[config.mk]
export PLATFORM = sky130hd
export DESIGN_NAME = waveform_actions
export DESIGN_NICKNAME = d
export VERILOG_FILES = /design/src/verilog/channel_action.v /design/src/verilog/waveform_actions.v
export VERILOG_INCLUDE_DIRS = /design/src /design/src/verilog
export SDC_FILE = /design/constraint.sdc
export NUM_CORES = 1
export LEC_CHECK = 0
export CAP_MARGIN = 20
export CORE_ASPECT_RATIO = 1.2
export CORE_MARGIN = 4
export CORE_UTILIZATION = 57
export DETAILED_ROUTE_END_ITERATION = 8
export DONT_BUFFER_PORTS = 1
export GPL_TIMING_DRIVEN = 0
export PLACE_DENSITY = 0.72
export SYNTH_ARGS = -nofsm -noshare
export SYNTH_HDL_FRONTEND = slang
export SYNTH_HIERARCHICAL = 1
export SYNTH_SLANG_ARGS = --single-unit
[constraint.sdc]
create_clock -name pclk -period 3.96 [get_ports pclk]
set_clock_uncertainty 0.2 [all_clocks]
set_input_delay 0.792 -clock pclk [delete_from_list [all_inputs] [get_ports pclk]]
set_output_delay 0.792 -clock pclk [all_outputs]
set_load 0.02 [all_outputs]
[src/verilog/waveform_regs.vh]
`ifndef WAVEFORM_REGS_VH
`define WAVEFORM_REGS_VH

// Register byte offsets
`define OFF_COUNTER_STATUS  8'h90
`define OFF_ZERO_PERIOD_ACT 8'hb0
`define OFF_COMPARE_ACT     8'hb4
`define OFF_TOP_VALUE       8'h30
`define OFF_MODE_CTRL       8'h34
`define OFF_CMP_BASE        8'h50
`define OFF_CMP_LAST        8'h64

// Field positions
`define DIR_BIT             16
`define HALF_HI_LSB         16
`define ACT_FIELD_W         12
`define MODE_COUNT_LSB      0
`define MODE_COMPL_BIT      2

// Counter type encodings
`define CNT_TYPE_UP         2'h0
`define CNT_TYPE_DOWN       2'h1
`define CNT_TYPE_UPDOWN     2'h2

// Action encodings
`define ACT_NONE            2'h0
`define ACT_LOW             2'h1
`define ACT_HIGH            2'h2
`define ACT_TOGGLE          2'h3

// Reset values
`define RST_WORD            32'h00000000
`define RST_HALF            16'h0000
`define RST_ACT             12'h000

`endif
[src/verilog/channel_action.v]
`include "waveform_regs.vh"
`default_nettype none

// One channel's output level, driven by the point actions of one cycle
module channel_action (
  // Clock and reset
  input  wire        pclk,
  input  wire        presetn,
  // Point events and their actions
  input  wire        zero_hit,
  input  wire        top_hit,
  input  wire        cmp_up_hit,
  input  wire        cmp_dn_hit,
  input  wire        cmp2_up_hit,
  input  wire        cmp2_dn_hit,
  input  wire [1:0]  zero_act,
  input  wire [1:0]  top_act,
  input  wire [1:0]  up_act,
  input  wire [1:0]  dn_act,
  input  wire [1:0]  up2_act,
  input  wire [1:0]  dn2_act,
  // Level
  output reg         level_q
);

  reg level_d;

  function apply_act;
    input       cur;
    input [1:0] act;
    begin
      case (act)
        `ACT_LOW:    apply_act = 1'b0;
        `ACT_HIGH:   apply_act = 1'b1;
        `ACT_TOGGLE: apply_act = ~cur;
        default:     apply_act = cur;
      endcase
    end
  endfunction

  // Events apply in turn: zero, top, own compare, partner compare; do-nothing keeps the level
  always @* begin
    level_d = level_q;
    if (zero_hit)
      level_d = apply_act(level_d, zero_act);
    if (top_hit)
      level_d = apply_act(level_d, top_act);
    if (cmp_up_hit)
      level_d = apply_act(level_d, up_act);
    if (cmp_dn_hit)
      level_d = apply_act(level_d, dn_act);
    if (cmp2_up_hit)
      level_d = apply_act(level_d, up2_act);
    if (cmp2_dn_hit)
      level_d = apply_act(level_d, dn2_act);
  end

  always @(posedge pclk or negedge presetn) begin
    if (!presetn)
      level_q <= 1'b0;
    else
      level_q <= level_d;
  end

endmodule

`default_nettype wire

[src/verilog/waveform_actions.v]
// How it works
// - The live 16-bit counter reads in bits 15:0 of the counter status register.
// - Bit 16 of the counter status register reads one while counting up, zero while down.
// - Each channel's zero-point field sets no change, low, high or toggle at counter zero.
// - Each channel's top-point field sets the same four actions at the top point.
// - The top-point action is applied on the cycle after the counter holds the top value in up counting, and after it holds zero in down counting.
// - In up-down counting the top-point action is applied where counting turns downward.
// - The compare-down field acts when the counter, counting down, equals the compare value.
// - The compare-up field acts when the counter, counting up, equals the compare value.
// - In complementary mode odd channels' compare-down fields also drive the even partner.
// - In complementary mode odd channels' compare-up fields also drive the even partner.
// - The counter runs 0..top in up, top..0 in down, and 0..top..0 in up-down counting.
// - In complementary mode even compare values are first and odd ones second points.
//
// The APB register port was chosen for this implementation.
`include "waveform_regs.vh"
`default_nettype none

module waveform_actions (
  // APB clock and reset
  input  wire        pclk,
  input  wire        presetn,
  // APB slave
  input  wire        psel,
  input  wire        penable,
  input  wire        pwrite,
  input  wire [7:0]  paddr,
  input  wire [31:0] pwdata,
  output reg  [31:0] prdata,
  output reg         pready,
  output reg         pslverr,
  // Channel outputs
  output wire [5:0]  wave_out
);

  // Registers
  reg  [15:0] top_value_q;
  reg  [1:0]  cnt_type_q;
  reg         compl_q;
  reg  [11:0] zero_act_q;
  reg  [11:0] top_act_q;
  reg  [11:0] up_act_q;
  reg  [11:0] dn_act_q;
  reg  [15:0] cmp_q [0:5];
  reg  [15:0] counter_value_q;
  reg         dir_up_q;
  reg         top_pend_q;

  wire        setup_ph;
  wire        wr_en;
  wire        addr_ok;
  wire [2:0]  cmp_idx;
  reg  [31:0] rd_d;
  reg  [15:0] cnt_d;
  reg         dir_d;
  reg         top_pend_d;
  wire [5:0]  level;
  wire        zero_hit;
  wire        center_hit;
  wire        top_hit;
  wire [5:0]  cmp_eq;
  wire [5:0]  own_up;
  wire [5:0]  own_dn;
  wire [5:0]  mate_up;
  wire [5:0]  mate_dn;
  integer     i;

  function [1:0] field;
    input [11:0] bank;
    input [2:0]  ch;
    begin
      field = bank[ch*2 +: 2];
    end
  endfunction

  function is_cmp_addr;
    input [7:0] a;
    begin
      is_cmp_addr = (a >= `OFF_CMP_BASE) && (a <= `OFF_CMP_LAST) && (a[1:0] == 2'h0);
    end
  endfunction

  // Answer one cycle after setup, so every access takes two cycles
  assign setup_ph = psel && !penable;
  assign cmp_idx  = paddr[4:2] - 3'h4;
  assign addr_ok  = (paddr == `OFF_COUNTER_STATUS) || (paddr == `OFF_ZERO_PERIOD_ACT) ||
                    (paddr == `OFF_COMPARE_ACT) || (paddr == `OFF_TOP_VALUE) ||
                    (paddr == `OFF_MODE_CTRL) || is_cmp_addr(paddr);
  assign wr_en    = psel && penable && pready && pwrite && addr_ok;

  always @* begin
    rd_d = `RST_WORD;
    if (paddr == `OFF_COUNTER_STATUS)
      rd_d = {15'h0000, dir_up_q, counter_value_q};
    else if (paddr == `OFF_ZERO_PERIOD_ACT)
      rd_d = {4'h0, top_act_q, 4'h0, zero_act_q};
    else if (paddr == `OFF_COMPARE_ACT)
      rd_d = {4'h0, dn_act_q, 4'h0, up_act_q};
    else if (paddr == `OFF_TOP_VALUE)
      rd_d = {16'h0000, top_value_q};
    else if (paddr == `OFF_MODE_CTRL)
      rd_d = {29'h00000000, compl_q, cnt_type_q};
    else if (is_cmp_addr(paddr))
      rd_d = {16'h0000, cmp_q[cmp_idx]};
  end

  always @(posedge pclk or negedge presetn) begin
    if (!presetn) begin
      prdata  <= `RST_WORD;
      pready  <= 1'b0;
      pslverr <= 1'b0;
    end else begin
      pready  <= setup_ph;
      pslverr <= setup_ph && !addr_ok;
      if (setup_ph && !pwrite)
        prdata <= rd_d;
    end
  end

  always @(posedge pclk or negedge presetn) begin
    if (!presetn) begin
      top_value_q <= `RST_HALF;
      cnt_type_q  <= `CNT_TYPE_UP;
      compl_q     <= 1'b0;
      zero_act_q  <= `RST_ACT;
      top_act_q   <= `RST_ACT;
      up_act_q    <= `RST_ACT;
      dn_act_q    <= `RST_ACT;
      for (i = 0; i < 6; i = i + 1)
        cmp_q[i] <= `RST_HALF;
    end else if (wr_en) begin
      if (paddr == `OFF_ZERO_PERIOD_ACT) begin
        zero_act_q <= pwdata[`ACT_FIELD_W-1:0];
        top_act_q  <= pwdata[`HALF_HI_LSB +: `ACT_FIELD_W];
      end else if (paddr == `OFF_COMPARE_ACT) begin
        up_act_q <= pwdata[`ACT_FIELD_W-1:0];
        dn_act_q <= pwdata[`HALF_HI_LSB +: `ACT_FIELD_W];
      end else if (paddr == `OFF_TOP_VALUE) begin
        top_value_q <= pwdata[15:0];
      end else if (paddr == `OFF_MODE_CTRL) begin
        cnt_type_q <= pwdata[`MODE_COUNT_LSB +: 2];
        compl_q    <= pwdata[`MODE_COMPL_BIT];
      end else if (is_cmp_addr(paddr)) begin
        cmp_q[cmp_idx] <= pwdata[15:0];
      end
    end
  end

  // Period counter
  always @* begin
    cnt_d      = counter_value_q;
    dir_d      = dir_up_q;
    top_pend_d = 1'b0;
    case (cnt_type_q)
      `CNT_TYPE_UP: begin
        dir_d = 1'b1;
        if (counter_value_q >= top_value_q) begin
          cnt_d      = 16'h0000;
          top_pend_d = 1'b1;
        end else
          cnt_d = counter_value_q + 16'h0001;
      end
      `CNT_TYPE_DOWN: begin
        dir_d = 1'b0;
        if (counter_value_q == 16'h0000 || counter_value_q > top_value_q)
          cnt_d = top_value_q;
        else
          cnt_d = counter_value_q - 16'h0001;
        top_pend_d = (counter_value_q == 16'h0000);
      end
      `CNT_TYPE_UPDOWN: begin
        if (dir_up_q) begin
          if (counter_value_q >= top_value_q) begin
            dir_d      = 1'b0;
            cnt_d      = (top_value_q == 16'h0000) ? 16'h0000 : top_value_q - 16'h0001;
          end else
            cnt_d = counter_value_q + 16'h0001;
        end else begin
          if (counter_value_q == 16'h0000) begin
            dir_d = 1'b1;
            cnt_d = (top_value_q == 16'h0000) ? 16'h0000 : 16'h0001;
          end else
            cnt_d = counter_value_q - 16'h0001;
        end
      end
      default: begin
        cnt_d = 16'h0000;
        dir_d = 1'b1;
      end
    endcase
  end

  always @(posedge pclk or negedge presetn) begin
    if (!presetn) begin
      counter_value_q <= `RST_HALF;
      dir_up_q        <= 1'b0;
      top_pend_q      <= 1'b0;
    end else begin
      counter_value_q <= cnt_d;
      dir_up_q        <= dir_d;
      top_pend_q      <= top_pend_d;
    end
  end

  // Events shared by all channels; the centre point acts on the top value itself
  assign zero_hit   = (counter_value_q == 16'h0000);
  assign center_hit = (cnt_type_q == `CNT_TYPE_UPDOWN) && dir_up_q &&
                      (counter_value_q >= top_value_q);
  assign top_hit    = top_pend_q || center_hit;

  // Compare matches split by direction; odd matches feed the even partner
  assign cmp_eq[0]  = (counter_value_q == cmp_q[0]);
  assign cmp_eq[1]  = (counter_value_q == cmp_q[1]);
  assign cmp_eq[2]  = (counter_value_q == cmp_q[2]);
  assign cmp_eq[3]  = (counter_value_q == cmp_q[3]);
  assign cmp_eq[4]  = (counter_value_q == cmp_q[4]);
  assign cmp_eq[5]  = (counter_value_q == cmp_q[5]);
  assign own_up     = cmp_eq & {6{dir_up_q}};
  assign own_dn     = cmp_eq & {6{!dir_up_q}};
  assign mate_up    = {1'b0, own_up[5], 1'b0, own_up[3], 1'b0, own_up[1]} &
                      {6{compl_q}};
  assign mate_dn    = {1'b0, own_dn[5], 1'b0, own_dn[3], 1'b0, own_dn[1]} &
                      {6{compl_q}};

  // Channel 0, second controls from channel 1
  channel_action u_act0 (
    .pclk        (pclk),
    .presetn     (presetn),
    .zero_hit    (zero_hit),
    .top_hit     (top_hit),
    .cmp_up_hit  (own_up[0]),
    .cmp_dn_hit  (own_dn[0]),
    .cmp2_up_hit (mate_up[0]),
    .cmp2_dn_hit (mate_dn[0]),
    .zero_act    (field(zero_act_q, 3'h0)),
    .top_act     (field(top_act_q, 3'h0)),
    .up_act      (field(up_act_q, 3'h0)),
    .dn_act      (field(dn_act_q, 3'h0)),
    .up2_act     (field(up_act_q, 3'h1)),
    .dn2_act     (field(dn_act_q, 3'h1)),
    .level_q     (level[0])
  );

  // Channel 1, never takes second controls
  channel_action u_act1 (
    .pclk        (pclk),
    .presetn     (presetn),
    .zero_hit    (zero_hit),
    .top_hit     (top_hit),
    .cmp_up_hit  (own_up[1]),
    .cmp_dn_hit  (own_dn[1]),
    .cmp2_up_hit (mate_up[1]),
    .cmp2_dn_hit (mate_dn[1]),
    .zero_act    (field(zero_act_q, 3'h1)),
    .top_act     (field(top_act_q, 3'h1)),
    .up_act      (field(up_act_q, 3'h1)),
    .dn_act      (field(dn_act_q, 3'h1)),
    .up2_act     (field(up_act_q, 3'h0)),
    .dn2_act     (field(dn_act_q, 3'h0)),
    .level_q     (level[1])
  );

  // Channel 2, second controls from channel 3
  channel_action u_act2 (
    .pclk        (pclk),
    .presetn     (presetn),
    .zero_hit    (zero_hit),
    .top_hit     (top_hit),
    .cmp_up_hit  (own_up[2]),
    .cmp_dn_hit  (own_dn[2]),
    .cmp2_up_hit (mate_up[2]),
    .cmp2_dn_hit (mate_dn[2]),
    .zero_act    (field(zero_act_q, 3'h2)),
    .top_act     (field(top_act_q, 3'h2)),
    .up_act      (field(up_act_q, 3'h2)),
    .dn_act      (field(dn_act_q, 3'h2)),
    .up2_act     (field(up_act_q, 3'h3)),
    .dn2_act     (field(dn_act_q, 3'h3)),
    .level_q     (level[2])
  );

  // Channel 3, never takes second controls
  channel_action u_act3 (
    .pclk        (pclk),
    .presetn     (presetn),
    .zero_hit    (zero_hit),
    .top_hit     (top_hit),
    .cmp_up_hit  (own_up[3]),
    .cmp_dn_hit  (own_dn[3]),
    .cmp2_up_hit (mate_up[3]),
    .cmp2_dn_hit (mate_dn[3]),
    .zero_act    (field(zero_act_q, 3'h3)),
    .top_act     (field(top_act_q, 3'h3)),
    .up_act      (field(up_act_q, 3'h3)),
    .dn_act      (field(dn_act_q, 3'h3)),
    .up2_act     (field(up_act_q, 3'h2)),
    .dn2_act     (field(dn_act_q, 3'h2)),
    .level_q     (level[3])
  );

  // Channel 4, second controls from channel 5
  channel_action u_act4 (
    .pclk        (pclk),
    .presetn     (presetn),
    .zero_hit    (zero_hit),
    .top_hit     (top_hit),
    .cmp_up_hit  (own_up[4]),
    .cmp_dn_hit  (own_dn[4]),
    .cmp2_up_hit (mate_up[4]),
    .cmp2_dn_hit (mate_dn[4]),
    .zero_act    (field(zero_act_q, 3'h4)),
    .top_act     (field(top_act_q, 3'h4)),
    .up_act      (field(up_act_q, 3'h4)),
    .dn_act      (field(dn_act_q, 3'h4)),
    .up2_act     (field(up_act_q, 3'h5)),
    .dn2_act     (field(dn_act_q, 3'h5)),
    .level_q     (level[4])
  );

  // Channel 5, never takes second controls
  channel_action u_act5 (
    .pclk        (pclk),
    .presetn     (presetn),
    .zero_hit    (zero_hit),
    .top_hit     (top_hit),
    .cmp_up_hit  (own_up[5]),
    .cmp_dn_hit  (own_dn[5]),
    .cmp2_up_hit (mate_up[5]),
    .cmp2_dn_hit (mate_dn[5]),
    .zero_act    (field(zero_act_q, 3'h5)),
    .top_act     (field(top_act_q, 3'h5)),
    .up_act      (field(up_act_q, 3'h5)),
    .dn_act      (field(dn_act_q, 3'h5)),
    .up2_act     (field(up_act_q, 3'h4)),
    .dn2_act     (field(dn_act_q, 3'h4)),
    .level_q     (level[5])
  );

  assign wave_out = level;

endmodule

`default_nettype wire

==> results by group <==
Clock network
  – Total CTS buffers: 24
  – CTS tree: built
  – CTS max path bufs: 3
  – Worst-skew pair later-pin latency: roughly 0.53 ns
  – Htree depth: 1
  – Root Buffer: clkbuf_16
  – Clock transition at the registers of the reported paths: around 0.060 ns
  – Clk sinks: between 200 and 250

Yosys
  – Syn Std Cell Area: around 13000 um2
  – Synth cell types: slightly below 70
  – Post-synthesis async set-or-reset flop share: 100.0%
  – Synth area leader: dfrtp_1
  – Dominant synthesized flop cell: dfrtp_1
  – Synth area leaders: dfrtp_1 40%, mux2_2 13%, xnor2_1 4.9%
  – Cells after Synth: 1318
  – Post-synth EDFFs: 0
  – Synth warnings: 6
  – Area share of the largest cell type after synthesis: around two fifths
  – Post-synthesis sequential area ratio: 40.24%
  – Flops & latches, synth: 217
  – Mean Syn Cell Area: between 10 and 15 um2

Run status
  – Failing checks: hold timing
  – Status: finished, violations left

STA
  – Slew @ Worst Pin: ~0.97 ns
  – Final setup fails: 0
  – Max Slew Vio Count: 0
  – Final Hold Fails: 217
  – Setup TNS: 0 ns
  – Final period demand of the worst path: between 3 and 4 ns
  – Final period utilization: 95.86%
  – Slew headroom: 34.94%
  – RSZ-0062 raised after global routing: no
  – Setup slack after layout: approximately 0.16 ns
  – WHS: -0.2311 ns
  – F_max: 0.2634 GHz

Final layout
  – Fillcell total: 1938
  – Ratio of cells with drive above 1 in the final layout: between 20% and 30%
  – Register area: ~5400 um2
  – Multi-input gate area: about 7700 um2
  – Area growth, synth to finish: 9.838%
  – Fin nets: between 1k and 1.5k

Placed design
  – Placer Congestion: 1.014
  – Pre-CTS setup slack: -0.7745 ns
  – Number of buffers inserted by port buffering: 0
  – DP HPWL: between 30000 and 40000 um

Global routing
  – Grt ovf: 0
  – Vias in the first global route: roughly 11k
  – Initial antenna violation count: 0
  – First-pass GRT wire length: approximately 67000 um
  – Largest net degree at the start of global routing: 218
  – GR Util All Layers: about 33%

Worst setup path
  – Critical path endpoint category: register
  – Worst EP arrival: approximately 4.0 ns
  – Critical Setup Path Class: register to register
  – Worst reg-to-reg setup slack: between 0.15 and 0.2 ns
  – Max FO, Critical Path: 14
  – Crit path required time: between 4 and 5 ns
  – Worst setup SP type: register

Power
  – Internal Pwr Total: 0.003839 W
  – Combinational share of power: between 10% and 20%
  – Peak VDD IR: ~0.00032 V
  – Clk pwr share: a little over two fifths
  – Reg power frac: a little under half
  – Lkg Pwr: roughly 6.6 nW
  – PwrDens: approximately 350 nW/um2
  – Sw Share: between 20% and 30%
  – Net Sw Power: roughly 0.0014 W

Drt
  – Vias post-DR: 11.21k
  – Detailed Routing Iterations Pass 1: 7
  – Post-Route WL: ~44000 um
  – Avg WL per Cell: ~26 um
  – Post-DRT Antenna Nets: 0
  – Vias per inst: about 6.6
  – Initial drt markers: roughly 1.1k
  – DRC Markers: 0

Floorplan
  – Initial core utilization: just under 60%
  – Top Ports: 85
  – FP Rows: 61
  – Die width: approximately 150 um
  – Core area: around 23000 um2
  – Chip height: around 180 um
  – Die ar.: approximately 26000 um2

Run
  – MaxCap Viol Count: 0

Worst hold path
  – Hold Crit Class: input port to asynchronous set/reset pin
==> cell type report <==
cell class              instances  share of cell area [%]
inverters                      37                  0.9624
plain buffers                  80                   2.490
diodes                          2                 0.03377
flip-flops and latches        217                   36.64
repair buffers                  3                  0.2026
clock inverters                 4                  0.5487
multi-input cells            1004                   51.78
clock buffers                  33                   4.685
well taps                     315                   2.659
==> flip-flops by register name (all words and copies together) (netlist names), 2 cells and up <==
| register | cells |
|---|---|
| zero_act_q | 12 |
| cmp_q | 96 |
| up_act_q | 12 |
| cnt_type_q | 2 |
| counter_value_q | 16 |
| prdata | 28 |
| top_value_q | 16 |
| dn_act_q | 12 |
| top_act_q | 12 |
==> stage by stage <==
stage	total power [W]	cells	cell area, um2	utilization [%]	hold WS, ns
2_1_floorplan	0.002820	1339	13570	-	0.2964
3_3_place_gp	0.002993	1654	13970	60.00	0.3020
3_5_place_dp	0.002997	1655	13970	60.02	0.3027
4_1_cts	0.005238	1692	14770	63.45	-0.2490
5_1_grt	0.005395	1693	14820	63.65	-0.2481
6_report	0.005237	1695	14820	63.67	-0.2311
==> critical path, stage by stage (launching register included) <==
cell and delay, ns:
dfrtp_1 0.39, clkbuf_1 0.19, or4_4 0.60, nor3_1 0.25, nand4b_1 0.37, clkinvlp_4 0.22, buf_12 0.16, a21oi_1 0.09
a31oi_2 0.31, mux2i_1 0.27, mux2i_1 0.23, nand4_1 0.18, mux2i_1 0.23
==> layer usage <==
layer / up-vias / part of all wire [%] / GRT usage (%)
li1: 4939 / - / -
met1: 5573 / 40 / 43.60
met2: 582 / 46 / 52.72
met3: 117 / 8.9 / 6.701
met4: 0 / 5.0 / 15.40
met5: - / 0 / 0
==> power groups by stage <==
stage / clock network [W] / logic [W] / registers, W
after global routing: 0.00235 / 0.000639 / 0.00240
after global placement: 0 / 0.000556 / 0.00244
after CTS: 0.00227 / 0.000568 / 0.00240
after floorplan: 0 / 0.000409 / 0.00241
final: 0.00225 / 0.000591 / 0.00240
after detailed placement: 0 / 0.000559 / 0.00244
==> layout by cell type (no fill, tap or decap), types with 10 or more instances in the layout <==
cell type	count
dfrtp_1	217
mux2_2	156
nor2_1	97
nand2_1	86
a21oi_1	82
xnor2_1	76
xor2_1	60
clkbuf_1	47
o21ai_0	37
inv_1	34
nand4_1	30
mux2i_1	30
a22oi_1	27
a31oi_1	25
clkbuf_16	24
o22ai_1	22
conb_1	22
nor4_1	21
ha_1	21
nor3_1	19
buf_2	16
mux4_2	16
a311oi_1	13
a221oi_1	12
mux2_4	10
==> cells by family after synthesis <==
family / after synthesis / synth area share [%]
flip-flops: 217 / 40.24
XOR/XNOR: 136 / 8.827
other: 1 / 0.02779
buffers and inverters: 118 / 3.700
AO/OA/AOI/OAI: 277 / 13.57
AND/OR/NAND/NOR: 336 / 12.66
adder cells (fa/ha/maj): 21 / 1.947
multiplexers: 212 / 19.03
==> final timing paths <==
kind / cells after the start / end / from
setup / recovery: 12 / u_act0/level_q / counter_value_q[8]
hold / removal: 0 / counter_value_q[7] / presetn
setup reg to reg: 12 / u_act0/level_q / counter_value_q[8]
hold reg to reg: 1 / zero_act_q[1] / zero_act_q[1]
max in group asynchronous: 0 / cmp_q[33] / presetn
min in group pclk: 2 / top_value_q[15] / pwdata[15]
==> repair_timing <==
action / 4_1_cts / 5_1_grt
setup buffers: 0 / 1
cloned: 0 / 0
gates resized for setup: 7 / 16
hold endpoints to repair: 217 / 217
setup endpoints to repair: 18 / 7
pin swaps: 0 / 1
==> Yosys cell counts, drive strengths merged (3+ instances only) <==
library cell and n:
a31oi 31, nor2b 6, nor3 21, mux2i 30, o2111ai 3, a311oi 13, and2 8, o32ai 4
and3 3, mux4 16, or3 13, nor2 98, a221oi 12, a211oi 9, o21ai 39, buf 36
a21o 3, nor3b 4, a21oi 82, or4 6, nand2 86, nand4b 9, nand4 30, inv 36
xor2 60, a22oi 27, mux2 166, a31o 6, dfrtp 217, o22ai 22, o211ai 5, or2 3
and4 5, ha 21, nor4 25, nand2b 5, nand3 9, a32oi 7, o2bb2ai 4, xnor2 76
clkbuf 45
No activity file was read; power rests on OpenSTA's default activity.
